[src/hdl/qcu_pkg.sv]
package qcu_pkg;
    localparam int QCU_NUM_CH = 3;
    localparam int QCU_NUM_IN = 12;
    localparam int QCU_CNT_W = 32;
    localparam int QCU_MEAS_W = 32;
    localparam int QCU_CLK_MHZ = 200;
    localparam int QCU_MAX_RATE_KHZ = 10;
    // Shortest input half period at the top rate, in clock cycles.
    localparam int QCU_MIN_HALF_CYC =
        (QCU_CLK_MHZ * 1000) / (QCU_MAX_RATE_KHZ * 2);
    localparam logic [QCU_CNT_W-1:0] QCU_CNT_RST = 32'h0000_0000;
    localparam logic [QCU_MEAS_W-1:0] QCU_MEAS_RST = 32'h0000_0000;
    localparam logic [2:0] QCU_MODE_RST = 3'h0;
    localparam logic [1:0] QCU_IN_A = 2'h0;
    localparam logic [1:0] QCU_IN_B = 2'h1;
    // Per-pin special function for inputs one to six and nine to twelve.
    typedef enum logic [1:0] {
        QCU_FN_PLAIN,
        QCU_FN_COUNT,
        QCU_FN_METER,
        QCU_FN_IRQ
    } qcu_fn_e;
endpackage

[src/hdl/qcu_channel.sv]
`timescale 1ns/1ps
module qcu_channel #(
    parameter int CNT_W = qcu_pkg::QCU_CNT_W,
    parameter int MEAS_W = qcu_pkg::QCU_MEAS_W
) (
    // Clock and reset
    input wire logic i_sys_clk,
    input wire logic i_reset,
    // Synchronised phases and setup
    input wire logic i_phase_a,
    input wire logic i_phase_b,
    input wire logic i_cnt_en,
    input wire logic i_meas_en,
    input wire logic i_enhanced,
    input wire logic i_target_load,
    input wire logic [CNT_W-1:0] i_target,
    // Results
    output logic [CNT_W-1:0] o_count,
    output logic o_match,
    output logic [MEAS_W-1:0] o_width,
    output logic [MEAS_W-1:0] o_period
);
    import qcu_pkg::*;

    typedef struct packed {
        logic a_prev;
        logic b_prev;
        logic [1:0] last_dir;
        logic [CNT_W-1:0] count;
        logic [CNT_W-1:0] target;
        logic match;
        logic [MEAS_W-1:0] run;
        logic [MEAS_W-1:0] width;
        logic [MEAS_W-1:0] period;
    } qcu_ch_s;

    qcu_ch_s st_q;
    qcu_ch_s st_d;

    function automatic logic [MEAS_W-1:0] qcu_inc(input logic [MEAS_W-1:0] v);
        qcu_inc = (v == '1) ? v : v + 1'b1;
    endfunction

    logic a_rise;
    logic b_rise;
    logic step_up;
    logic step_dn;

    always_comb begin
        st_d = st_q;
        st_d.a_prev = i_phase_a;
        st_d.b_prev = i_phase_b;
        a_rise = i_phase_a & ~st_q.a_prev;
        b_rise = i_phase_b & ~st_q.b_prev;
        step_up = 1'b0;
        step_dn = 1'b0;
        if (i_enhanced) begin
            // Full four-state decode: a back-and-forth jiggle cancels itself.
            if (i_phase_a != st_q.a_prev && i_phase_b == st_q.b_prev) begin
                step_up = (i_phase_a != i_phase_b);
                step_dn = (i_phase_a == i_phase_b);
            end else if (i_phase_b != st_q.b_prev &&
                         i_phase_a == st_q.a_prev) begin
                step_up = (i_phase_a == i_phase_b);
                step_dn = (i_phase_a != i_phase_b);
            end
            // Count only one step per full cycle: up at the A rising edge, down at the A falling edge.
            step_up = step_up & a_rise;
            step_dn = step_dn & (~i_phase_a & st_q.a_prev);
        end else begin
            // Simple decode: A rise with B low leads, B rise with A low lags.
            step_up = a_rise & ~i_phase_b;
            step_dn = b_rise & ~i_phase_a;
        end
        st_d.match = 1'b0;
        if (!i_cnt_en) begin
            st_d.count = QCU_CNT_RST;
        end else if (step_up) begin
            st_d.count = st_q.count + 1'b1;
        end else if (step_dn) begin
            st_d.count = st_q.count - 1'b1;
        end
        if (i_target_load) begin
            st_d.target = i_target;
        end
        st_d.match = i_cnt_en && (step_up || step_dn) &&
                     (st_d.count == st_q.target);
        // Width of the high phase and period between rising A edges.
        if (!i_meas_en) begin
            st_d.run = QCU_MEAS_RST;
            st_d.width = QCU_MEAS_RST;
            st_d.period = QCU_MEAS_RST;
        end else begin
            st_d.run = qcu_inc(st_q.run);
            if (~i_phase_a & st_q.a_prev) begin
                st_d.width = st_q.run;
            end
            if (a_rise) begin
                st_d.period = st_q.run;
                st_d.run = MEAS_W'(32'h0000_0001);
            end
        end
    end

    always_ff @(posedge i_sys_clk) begin
        if (i_reset) begin
            st_q <= '0;
        end else begin
            st_q <= st_d;
        end
    end

    assign o_count = st_q.count;
    assign o_match = st_q.match;
    assign o_width = st_q.width;
    assign o_period = st_q.period;
endmodule

[src/hdl/qcu_top.sv]
`timescale 1ns/1ps
module qcu_top #(
    parameter int NUM_CH = qcu_pkg::QCU_NUM_CH,
    parameter int CNT_W = qcu_pkg::QCU_CNT_W,
    parameter int MEAS_W = qcu_pkg::QCU_MEAS_W
) (
    // Clock and reset
    input wire logic i_sys_clk,
    input wire logic i_reset,
    // Raw digital inputs one to twelve (bit 0 is input one)
    input wire logic [qcu_pkg::QCU_NUM_IN-1:0] i_din,
    // Firmware commands, one cycle each, channel in i_cmd_ch
    input wire logic [1:0] i_cmd_ch,
    input wire logic i_counter_define_command,
    input wire logic i_counter_disable_command,
    input wire logic i_pulse_meter_enable_command,
    input wire logic i_target_load,
    input wire logic [CNT_W-1:0] i_target,
    // Interrupt selection per input, decode mode per channel
    input wire logic [qcu_pkg::QCU_NUM_IN-1:0] i_irq_sel,
    input wire logic [NUM_CH-1:0] i_system_setting_mode,
    // Plain input image and per-pin interrupt-edge pulses
    output logic [qcu_pkg::QCU_NUM_IN-1:0] o_plain_in,
    output logic [qcu_pkg::QCU_NUM_IN-1:0] o_irq_edge,
    // Channel results
    output logic [NUM_CH*CNT_W-1:0] o_counter_present_value,
    output logic [NUM_CH-1:0] o_match,
    output logic [NUM_CH*MEAS_W-1:0] o_width,
    output logic [NUM_CH*MEAS_W-1:0] o_period,
    output logic [NUM_CH-1:0] o_cnt_active,
    output logic [NUM_CH-1:0] o_meter_active
);
    import qcu_pkg::*;

    typedef struct packed {
        logic [QCU_NUM_IN-1:0] sync1;
        logic [QCU_NUM_IN-1:0] sync2;
        logic [QCU_NUM_IN-1:0] prev;
        logic [QCU_NUM_IN-1:0] irq_edge;
        logic [QCU_NUM_IN-1:0] plain;
        logic [NUM_CH-1:0] mode;
        logic [NUM_CH-1:0] cnt_en;
        logic [NUM_CH-1:0] meas_en;
    } qcu_top_s;

    qcu_top_s st_q;
    qcu_top_s st_d;

    // Input 7 and 8 have no special use; all inputs but these may interrupt.
    localparam logic [11:0] QCU_IRQ_OK = 12'hf3f;

    function automatic logic qcu_hit(input logic [1:0] ch, input int n);
        qcu_hit = (int'(ch) == n);
    endfunction

    always_comb begin
        st_d = st_q;
        st_d.sync1 = i_din;
        st_d.sync2 = st_q.sync1;
        st_d.prev = st_q.sync2;
        st_d.mode = i_system_setting_mode;
        st_d.irq_edge = (st_q.sync2 ^ st_q.prev) & i_irq_sel &
                        QCU_IRQ_OK;
        for (int c = 0; c < NUM_CH; c++) begin
            if (qcu_hit(i_cmd_ch, c)) begin
                if (i_counter_define_command) begin
                    st_d.cnt_en[c] = 1'b1;
                    st_d.meas_en[c] = 1'b1;
                end else if (i_counter_disable_command) begin
                    st_d.cnt_en[c] = 1'b0;
                    st_d.meas_en[c] = 1'b0;
                end else if (i_pulse_meter_enable_command) begin
                    // Meter alone takes the pins from the counter.
                    st_d.cnt_en[c] = 1'b0;
                    st_d.meas_en[c] = 1'b1;
                end
            end
            // An interrupt pin drops counting and measuring on its channel.
            if (i_irq_sel[2*c] || i_irq_sel[2*c+1]) begin
                st_d.cnt_en[c] = 1'b0;
                st_d.meas_en[c] = 1'b0;
            end
        end
        // Every pin is readable as a plain input whatever its role.
        st_d.plain = st_q.sync2;
    end

    always_ff @(posedge i_sys_clk) begin
        if (i_reset) begin
            st_q <= '0;
        end else begin
            st_q <= st_d;
        end
    end

    // Each channel takes its fixed pin pair and has its own decoder.
    for (genvar c = 0; c < NUM_CH; c++) begin : g_ch
        qcu_channel #(
            .CNT_W(CNT_W),
            .MEAS_W(MEAS_W)
        ) u_ch (
            .i_sys_clk(i_sys_clk),
            .i_reset(i_reset),
            .i_phase_a(st_q.sync2[2*c]),
            .i_phase_b(st_q.sync2[2*c+1]),
            .i_cnt_en(st_q.cnt_en[c]),
            .i_meas_en(st_q.meas_en[c]),
            .i_enhanced(st_q.mode[c]),
            .i_target_load(i_target_load && qcu_hit(i_cmd_ch, c)),
            .i_target(i_target),
            .o_count(o_counter_present_value[c*CNT_W +: CNT_W]),
            .o_match(o_match[c]),
            .o_width(o_width[c*MEAS_W +: MEAS_W]),
            .o_period(o_period[c*MEAS_W +: MEAS_W])
        );
    end

    assign o_plain_in = st_q.plain;
    assign o_irq_edge = st_q.irq_edge;
    assign o_cnt_active = st_q.cnt_en;
    assign o_meter_active = st_q.meas_en;

    // One decode step per input change suffices at 10 kHz, far below clock.
    a_sync_delay: assert property (@(posedge i_sys_clk)
        disable iff (i_reset)
        $past(i_reset) == 1'b0 |-> st_q.sync2 == $past(i_din, 2))
        else $error("synchroniser depth wrong");
    a_irq_kills: assert property (@(posedge i_sys_clk)
        disable iff (i_reset)
        (i_irq_sel[0] || i_irq_sel[1]) |=>
        !o_cnt_active[0] && !o_meter_active[0])
        else $error("interrupt pin left counter on");
    a_define_meas: assert property (@(posedge i_sys_clk)
        disable iff (i_reset)
        o_cnt_active[0] |-> o_meter_active[0])
        else $error("counter without measurement");
    a_define_on: assert property (@(posedge i_sys_clk)
        disable iff (i_reset)
        i_counter_define_command && i_cmd_ch == 2'h2 &&
        !i_irq_sel[4] && !i_irq_sel[5] |=>
        o_cnt_active[2] && o_meter_active[2])
        else $error("define left channel off");
    a_disable_off: assert property (@(posedge i_sys_clk)
        disable iff (i_reset)
        i_counter_disable_command && !i_counter_define_command &&
        i_cmd_ch == 2'h1 |=> !o_cnt_active[1] && !o_meter_active[1])
        else $error("disable left channel on");
    a_disable_clr: assert property (@(posedge i_sys_clk)
        disable iff (i_reset)
        !o_cnt_active[0] ##1 !o_cnt_active[0] |->
        o_counter_present_value[CNT_W-1:0] == '0)
        else $error("disabled counter not clear");
    a_meter_clr: assert property (@(posedge i_sys_clk)
        disable iff (i_reset)
        !o_meter_active[0] ##1 !o_meter_active[0] |->
        o_width[MEAS_W-1:0] == '0 && o_period[MEAS_W-1:0] == '0)
        else $error("stopped meter not clear");
    a_meter_only: assert property (@(posedge i_sys_clk)
        disable iff (i_reset)
        i_pulse_meter_enable_command && !i_counter_define_command &&
        i_cmd_ch == 2'h2 |=> !o_cnt_active[2])
        else $error("meter left counter running");
    a_mode_follow: assert property (@(posedge i_sys_clk)
        disable iff (i_reset)
        ##1 st_q.mode == $past(i_system_setting_mode))
        else $error("mode not applied");
    a_irq_edge: assert property (@(posedge i_sys_clk)
        disable iff (i_reset)
        o_irq_edge[6] == 1'b0 && o_irq_edge[7] == 1'b0)
        else $error("interrupt on pin without one");
    a_irq_source: assert property (@(posedge i_sys_clk)
        disable iff (i_reset)
        o_irq_edge[8] |-> $past(i_irq_sel[8]))
        else $error("edge on pin not set as interrupt");
    a_plain_img: assert property (@(posedge i_sys_clk)
        disable iff (i_reset)
        ##1 o_plain_in == $past(st_q.sync2))
        else $error("plain input image wrong");
    a_step_one: assert property (@(posedge i_sys_clk)
        disable iff (i_reset)
        o_cnt_active[2] && $past(o_cnt_active[2]) |->
        o_counter_present_value[3*CNT_W-1 -: CNT_W] -
        $past(o_counter_present_value[3*CNT_W-1 -: CNT_W]) inside
        {32'h0, 32'h1, 32'hffff_ffff})
        else $error("count moved by more than one");
    a_pin_quiet: assert property (@(posedge i_sys_clk)
        disable iff (i_reset)
        o_cnt_active[0] && $stable(st_q.sync2[1:0]) |=>
        $stable(o_counter_present_value[CNT_W-1:0]))
        else $error("count moved without a pin edge");
    a_up_step: assert property (@(posedge i_sys_clk)
        disable iff (i_reset)
        o_cnt_active[0] && !st_q.mode[0] && $rose(st_q.sync2[0]) &&
        !st_q.sync2[1] |=> o_counter_present_value[CNT_W-1:0] ==
        $past(o_counter_present_value[CNT_W-1:0]) + 1'b1)
        else $error("leading phase did not count up");
    a_down_step: assert property (@(posedge i_sys_clk)
        disable iff (i_reset)
        o_cnt_active[0] && !st_q.mode[0] && $rose(st_q.sync2[1]) &&
        !st_q.sync2[0] |=> o_counter_present_value[CNT_W-1:0] ==
        $past(o_counter_present_value[CNT_W-1:0]) - 1'b1)
        else $error("lagging phase did not count down");
    a_enh_back: assert property (@(posedge i_sys_clk)
        disable iff (i_reset)
        o_cnt_active[1] && st_q.mode[1] && $fell(st_q.sync2[2]) &&
        !st_q.sync2[3] && $stable(st_q.sync2[3]) |=>
        o_counter_present_value[2*CNT_W-1:CNT_W] ==
        $past(o_counter_present_value[2*CNT_W-1:CNT_W]) - 1'b1)
        else $error("enhanced fall did not undo the step");
    a_enh_b_quiet: assert property (@(posedge i_sys_clk)
        disable iff (i_reset)
        o_cnt_active[1] && st_q.mode[1] && $stable(st_q.sync2[2]) |=>
        $stable(o_counter_present_value[2*CNT_W-1:CNT_W]))
        else $error("enhanced count moved on a B edge");
    a_match_step: assert property (@(posedge i_sys_clk)
        disable iff (i_reset)
        o_match[0] |-> $changed(o_counter_present_value[CNT_W-1:0]))
        else $error("match without a count step");
    a_match_en: assert property (@(posedge i_sys_clk)
        disable iff (i_reset)
        o_match[1] |-> $past(o_cnt_active[1]))
        else $error("match on a stopped counter");

    c_count: cover property (@(posedge i_sys_clk) o_match[0]);
    c_irq: cover property (@(posedge i_sys_clk) |o_irq_edge);
    c_enh: cover property (@(posedge i_sys_clk)
        st_q.mode[1] && o_cnt_active[1]);
    c_meter: cover property (@(posedge i_sys_clk)
        o_meter_active[2] && !o_cnt_active[2]);
    c_below: cover property (@(posedge i_sys_clk)
        o_counter_present_value[CNT_W-1:0] == '1);
endmodule

[config.mk]
export PLATFORM = sky130hd
export DESIGN_NAME = qcu_top
export DESIGN_NICKNAME = d
export VERILOG_FILES = /design/src/hdl/qcu_pkg.sv /design/src/hdl/qcu_channel.sv /design/src/hdl/qcu_top.sv
export SDC_FILE = /design/constraint.sdc
export NUM_CORES = 1
export LEC_CHECK = 0
export BUFFER_PORTS_ARGS = -buffer_cell sky130_fd_sc_hd__buf_4
export CAP_MARGIN = 20
export CELL_PAD_IN_SITES_DETAIL_PLACEMENT = 0
export CELL_PAD_IN_SITES_GLOBAL_PLACEMENT = 1
export CORE_MARGIN = 1
export CORE_UTILIZATION = 38
export DETAILED_ROUTE_END_ITERATION = 8
export PLACE_DENSITY_LB_ADDON = 0.1
export SYNTH_ARGS = -nofsm -noshare
export SYNTH_HDL_FRONTEND = slang
export SYNTH_SLANG_ARGS = --single-unit
export TNS_END_PERCENT = 1
[constraint.sdc]
create_clock -name i_sys_clk -period 10.1 [get_ports i_sys_clk]
set_input_delay 1.01 -clock i_sys_clk [delete_from_list [all_inputs] [get_ports i_sys_clk]]
set_output_delay 1.01 -clock i_sys_clk [all_outputs]
set_load 0.005 [all_outputs]
Word level (Yosys, flattened, before mapping)
Index checks and enable logic that the tools add are counted.
{"block": "op_classes", "bitwise": 38, "mux": 45, "eq_ne": 29, "n_reduce_logical": 35, "addsub": 9}
{"op": "32-bit two-way mux", "count": 9}
{"op": "32-bit by 1-bit adder with 32-bit output, second input constant", "count": 6}
{"op": "32-bit == test", "count": 3}
{"op": "32-bit == test, second input constant", "count": 3}
{"op": "32-bit by 1-bit subtractor with 32-bit output, second input constant", "count": 3}
{"op": "1-bit two-way mux", "count": 36}
{"op": "1-bit AND", "count": 21}
{"op": "1-bit logical AND", "count": 15}
{"op": "1-bit inverter", "count": 15}
{"op": "12-bit AND", "count": 1}
{"op": "2-bit OR reduction", "count": 6}
{"op": "12-bit XOR", "count": 1}
{"op": "1-bit == test", "count": 9}
{"op": "1-bit != test", "count": 9}
{"op": "3-bit OR reduction", "count": 3}
{"op": "1-bit logical OR", "count": 6}
{"op": "2-bit by 1-bit != test with 1-bit output, second input constant", "count": 3}
{"op": "2-bit AND reduction", "count": 3}
{"op": "2-bit == test, second input constant", "count": 2}
{"op": "3-bit nonzero test", "count": 1}
{"op": "2-bit logical NOT", "count": 1}
{"block": "totals", "reg_bits": 546, "output_inout_bits": 321}

Longest topological paths before layout
{"block": "logic_depth", "ltp_word": 12, "ltp_mapped": 15, "depth_no_buf": 12}

Cells and area by module
Synthesis repeated with hierarchy kept, for this count alone.
{"block": "unflattened", "cells_unflattened": 3354, "hier_area_um2": 29017.8}
{"module": "qcu_channel (g_ch[0].u_ch ...)", "instances": 2, "area_per_inst_um2": 9157.5, "seq_area_each_um2": 3263.1, "cells_each": 1080}
{"module": "qcu_channel (g_ch[2].u_ch)", "instances": 1, "area_per_inst_um2": 8757.1, "seq_area_each_um2": 3263.1, "cells_each": 1016}
{"module": "qcu_top", "instances": 1, "area_per_inst_um2": 1945.6, "seq_area_each_um2": 1101.1, "cells_each": 178}

Least setup slack after synthesis
OpenSTA, ideal clock, no wires.
{"block": "synth_path", "kind": "register -> register", "startpoint": "register st_q (netlist bit st_d[12])", "endpoint": "register g_ch[1].u_ch.st_q (netlist bit g_ch[1].u_ch.o_match)", "path_slack_ns": 6.528, "setup_time_ns": 0.088, "t_arrival_ns": 3.484, "required_ns": 10.012, "path_stages_with_launch": 13, "cell_sequence": "dfxtp_1 -> ha_1 -> or3b_1 -> a311oi_2 -> a211o_1 -> buf_2 -> o22ai_1 -> xnor2_1 -> nor4b_1 -> o21ai_0 -> a211o_1 -> a221o_1 -> nor4_2"}
{"block": "synth_via", "elab_chain_len": 12}
{"element": "start: declaration", "line_no": "qcu_top.sv:46", "text": "qcu_top_s st_q;"}
{"element": "start signal: assignment", "line_no": "qcu_top.sv:92", "text": "st_q <= st_d;"}
{"element": "1-bit != test", "line_no": "qcu_channel.sv:62", "text": "end else if (i_phase_b != st_q.b_prev &&"}
{"element": "1-bit logical AND", "line_no": "qcu_channel.sv:62"}
{"element": "1-bit two-way mux", "line_no": "qcu_channel.sv:62"}
{"element": "1-bit two-way mux", "line_no": "qcu_channel.sv:59", "text": "if (i_phase_a != st_q.a_prev && i_phase_b == st_q.b_prev) begin"}
{"element": "1-bit two-way mux", "line_no": "qcu_channel.sv:57", "text": "if (i_enhanced) begin"}
{"element": "1-bit AND", "line_no": "qcu_channel.sv:69", "text": "step_dn = step_dn & (~i_phase_a & st_q.a_prev);"}
{"element": "1-bit two-way mux", "line_no": "qcu_channel.sv:57"}
{"element": "32-bit two-way mux", "line_no": "qcu_channel.sv:80", "text": "end else if (step_dn) begin"}
{"element": "32-bit two-way mux", "line_no": "qcu_channel.sv:78", "text": "end else if (step_up) begin"}
{"element": "32-bit two-way mux", "line_no": "qcu_channel.sv:76", "text": "if (!i_cnt_en) begin"}
{"element": "32-bit == test", "line_no": "qcu_channel.sv:87", "text": "(st_d.count == st_q.target);"}
{"element": "1-bit logical AND *", "line_no": "qcu_channel.sv:86", "text": "st_d.match = i_cnt_en && (step_up || step_dn) &&"}
{"element": "end signal: assignment", "line_no": "qcu_channel.sv:109", "text": "st_q <= st_d;"}
{"element": "end: declaration", "line_no": "qcu_channel.sv:37", "text": "qcu_ch_s st_q;"}
Every way passes the cells marked *; elsewhere a longest branch is shown, timed or not. The select of a mux whose other input is x is not followed.
A chain may end at the register's enable or synchronous reset.

Worst setup path after layout
{"block": "layout_path", "startpoint": "register st_q (netlist bit st_d[11])", "endpoint": "register g_ch[1].u_ch.st_q (netlist bit g_ch[1].u_ch.o_match)"}
{"element": "1-bit AND *", "line_no": "qcu_channel.sv:53", "text": "a_rise = i_phase_a & ~st_q.a_prev;"}
{"element": "via g_ch[1].u_ch.a_rise", "line_no": "qcu_channel.sv:44", "text": "logic a_rise;"}
{"element": "1-bit AND (on tied branches)", "line_no": "qcu_channel.sv:72, qcu_channel.sv:68"}
{"element": "1-bit two-way mux *", "line_no": "qcu_channel.sv:57"}
{"element": "32-bit two-way mux", "line_no": "qcu_channel.sv:78"}
{"element": "32-bit two-way mux", "line_no": "qcu_channel.sv:76"}
{"element": "32-bit == test", "line_no": "qcu_channel.sv:87"}
{"element": "1-bit logical AND *", "line_no": "qcu_channel.sv:86"}
Mark *: on every way through the listed nets, which the timed path passes. The rest lies on a longest branch. The select of a mux whose other input is x is not followed.

==> results.txt <==
The primary flip-flop cell chosen by synthesis mapping is dfxtp_1. Summing every instance area after synthesis gives 0.0274 mm2. The cell family with the largest share of critical-path delay was compound AO/OA/AOI/OAI gates.

388 I/O pins were placed. Length of the first detailed-routing pass in iterations: 5. The logs give 0 ps for the total negative setup slack and 0.0714 mm2 for the placeable core region.

The global-route total usage across every layer is 0.227, and the clock latency at the later pin of the worst-skew pair is 610 ps. The share of cell area taken by muxes after synthesis is 0.0815. Shortest period the worst path allows: 4810 ps. The dominant combinational cell family by area after synthesis was simple AND/OR/NAND/NOR gates.

The tools report the starting utilization of the core area as 0.383. The share of final-layout standard cells stronger than drive strength 1 is 0.169. Dividing the detail-routed wire length by the instance count gives 20.0 um.

The final-stage net count was 3,360; the peak per-stage delay on the critical path was 630 ps. Setup repair after global routing left no endpoint under its margin. The clock power share came out at 0.515. The logs give 66 for the number of buffers created by CTS and 0.000117 V for the maximum vdd drop.

The arithmetic-cell share of the synthesized area counting full adders, half adders and majority gates was 0.00823; the highest clock frequency the design can meet was 208 MHz. The vias per cell was 5.26. The die covers 0.0731 mm2.

At the worst endpoint, the arrival time is 5320 ps. The count of buffers from port buffering is 383, and the post-synthesis sequential element count is 538. The share of the cycle needed by the critical path after routing works out to 0.476. Largest net degree at the start of global routing: 67. The tools report the sequential cell fraction of total power as 0.436. The logs give 0 for the final setup violation count and 1,655 for the number of violations reported at the end of detailed-routing iteration 0. The number of placed instances, taps included, is 4,152. The HPWL after detailed placement is 63,400 um.

The number of buffers and inverters on the critical path is 2. TritonCTS built the clock tree. The tools report the type of origin of the critical path as a flip-flop. Summed over all layers, the routed wires come to 85,600 um. The number of flops mapped to enable cells by yosys was 0. The complex-gate fraction of the synthesized area is 0.0994, and the count of distinct cell types in the synthesized netlist is 81.

The path type of the worst min-delay path is flip-flop to flip-flop. The flow ran to the end, and the final reports show no timing, DRC or antenna violations. The area share of xor/xnor cells in the synthesized design was 0.0690; the mean instance size in the synthesized netlist was 8.37 um2.

The logs give 0 for the max-slew violation count and 0 for the total global routing overflow. In this run the power density over the cells is 159 mW/mm2. For the total of warnings raised by yosys, the log shows 0. The simple-gate portion of the synthesized area is 0.233. The run gives 0.263 as the worst slew margin relative to its limit.

Post-synthesis sequential area ratio: 0.394. Among all stages on the critical path, the largest delay is contributed by a211o_1. Among the stages of the critical path, the cell type that occurs most often is a211o_1. The net switching share of the total power was 0.230. The analysis attributes to net switching a power of 1.14 mW. The placer congestion estimate was 0.897.

The static leakage came out at 11.1 nW. The count of nets left with antenna violations once routing finished came out at 0. For the worst setup path, the data required time is 10,610 ps.

The width of the chip is 270 um, and the post-cts hold buffer count is 0. The cell sitting at the root of the clock tree is a clkbuf_16. The count of placed standard cells in the final layout, fillers left out is 4,274, and the first-pass GRT wire length is 130,000 um.

The final core utilization came out at 0.437. On the final layout, the worst clock skew is 23.7 ps. Max-cap violations in this run came to 0. The clock passes through at most 3 buffers. The internal portion of the total power is 3.83 mW. The proportion of power drawn by combinational gates is 0.049, and the standard-cell row count is 98. The area overhead of the layout relative to synthesis was 13.9%; the post-layout instance area was 0.0312 mm2. For the number of levels in the clock H-tree, the log shows 3. The clock transition at the registers of the reported paths is 60 ps, and the count of instances resized after the clock tree is built is 0. The detailed router placed 22,499 vias in this run. Once placement finished, the instance area stood at 0.0287 mm2.

Die outline height: 270 um. For this run, design rule violations remaining after detail routing come to 0. In this run the worst path has a maximum fanout of 35. CTS saw 538 sinks. The tools report the via count of the first global-routing pass as 21,613. The worst setup path is of the flip-flop to flip-flop kind.

Synthesis produced 3,269 cells. Counting the fill cells in the layout gives 7,094. The tools report the total setup buffers inserted after CTS as 0. The critical path goes through ha_2 -> buf_4 -> inv_1 -> a311oi_2 -> a211o_1 -> o22ai_1 -> xnor2_1 -> nor4b_1 -> o21ai_0 -> a211o_1 -> a221o_1 -> nor4_2.

The actual slew at the worst max-slew pin works out to 1100 ps. Critical path capture point type: a flip-flop. The final number of hold-violating endpoints is 0, and the post-synthesis async set-or-reset flop share is 0.

For the number of antenna violations at the first check in global routing, the log shows 2.
power by group through the flow:
| stage | clock network [mW] | registers, mW | logic, mW |
|---|---|---|---|
| detailed placement | 0 | 2.21 | 0.239 |
| floorplan | 0 | 2.20 | 0.158 |
| CTS | 2.64 | 2.17 | 0.240 |
| global placement | 0 | 2.21 | 0.238 |
| global route | 2.72 | 2.17 | 0.262 |
| finish | 2.56 | 2.17 | 0.242 |
worst reg2reg max path: stages, from the launching register on:
cell and delay [ps]:
dfxtp_1 470, ha_2 230, buf_4 530, inv_1 320
a311oi_2 610, a211o_1 630, o22ai_1 230, xnor2_1 370
nor4b_1 260, o21ai_0 130, a211o_1 370, a221o_1 340
nor4_2 230
placed cells by master, fill, tap and decap left out, types with 19 or more instances in the layout:
cell type and count:
nor2_1 468, dfxtp_1 538, and4_1 19, or3_1 32
a21oi_1 152, mux2i_1 211, nand2_1 329, nand3_1 86
a31oi_1 25, o21ai_0 57, o22ai_1 20, clkbuf_16 67
inv_1 56, buf_4 405, nor4_1 39, xor2_1 106
nand4_1 72, nor2b_1 58, xnor2_1 107, nor3_1 68
and3_1 34, nor3b_1 24
Yosys cell counts, types with 24 or more instances:
cell type | instances | share of area
xor2_1 | 106 | 0.034
buf_4 | 305 | 0.084
xnor2_1 | 107 | 0.034
or3_1 | 32 | 0.0073
nor3_1 | 68 | 0.012
inv_1 | 56 | 0.0077
o21ai_0 | 57 | 0.010
nand2_1 | 329 | 0.045
clkbuf_1 | 143 | 0.020
mux2i_1 | 211 | 0.077
nor2_1 | 468 | 0.064
a31oi_1 | 25 | 0.0057
dfxtp_1 | 538 | 0.39
nand4_1 | 72 | 0.016
nor2b_1 | 58 | 0.013
nor3b_1 | 24 | 0.0066
nand3_1 | 86 | 0.016
nor4_1 | 39 | 0.0089
a21oi_1 | 152 | 0.028
and3_1 | 34 | 0.0078
sequential cells by signal, summed over array words and instances, names as in the netlist:
| name | flops |
|---|---|
| g_ch.u_ch.o_count | 96 |
| g_ch.u_ch.o_match | 3 |
| g_ch.u_ch.o_period | 96 |
| g_ch.u_ch.o_width | 96 |
| g_ch.u_ch.st_q | 192 |
| o_cnt_active | 3 |
| o_irq_edge | 10 |
| o_meter_active | 3 |
| o_plain_in | 12 |
| st_d | 24 |
| st_q | 3 |
per-layer routing:
layer	global-route usage	vias up	wire, um	share of wire
li1	-	11018	-	-
met4	0.0682	2	1900	0.022
met5	0	-	14	0.00016
met2	0.367	643	39400	0.46
met1	0.302	10723	38700	0.45
met3	0.0491	113	5480	0.064
path summary, 6_finish.rpt:
check	start	endpoint	slack (ps)	cells past startpoint
worst min register to register	st_d[16]	o_plain_in[7]	430	1
worst max-delay path	st_d[11]	g_ch[1].u_ch.o_match	5290	12
worst max register to register	st_d[11]	g_ch[1].u_ch.o_match	5290	12
worst min-delay path	st_d[16]	o_plain_in[7]	430	1
stage by stage:
| step | hold WS, ps | total power, mW | worst slack, ps |
|---|---|---|---|
| finish | 433 | 4.97 | 5290 |
| floorplan | 414 | 2.36 | 6530 |
| global placement | 416 | 2.45 | 5300 |
| global route | 459 | 5.15 | 4990 |
| CTS | 440 | 5.04 | 5320 |
| detailed placement | 427 | 2.45 | 5340 |
area by class of cell:
class	count	area (um2)	area share
flip-flops and latches	538	10800	0.346
clock buffers	94	1900	0.0609
multi-input cells	2201	13500	0.432
well taps	950	1190	0.0381
repair buffers	411	3170	0.102
inverters	57	214	0.00687
clock inverters	22	463	0.0149
diodes	1	2.50	0.0000803
cells by family (layout without fill, tap and decap cells):
family,Yosys count,in the layout
AOI/OAI and AO/OA,416,416
DFF,538,538
and+or+nand+nor,1330,1330
other,1,3
muxes,221,221
buffers and inverters,531,584
xor gates and xnor gates,214,214
adders and majority gates,18,18
No activity file was read; power rests on OpenSTA's default activity.
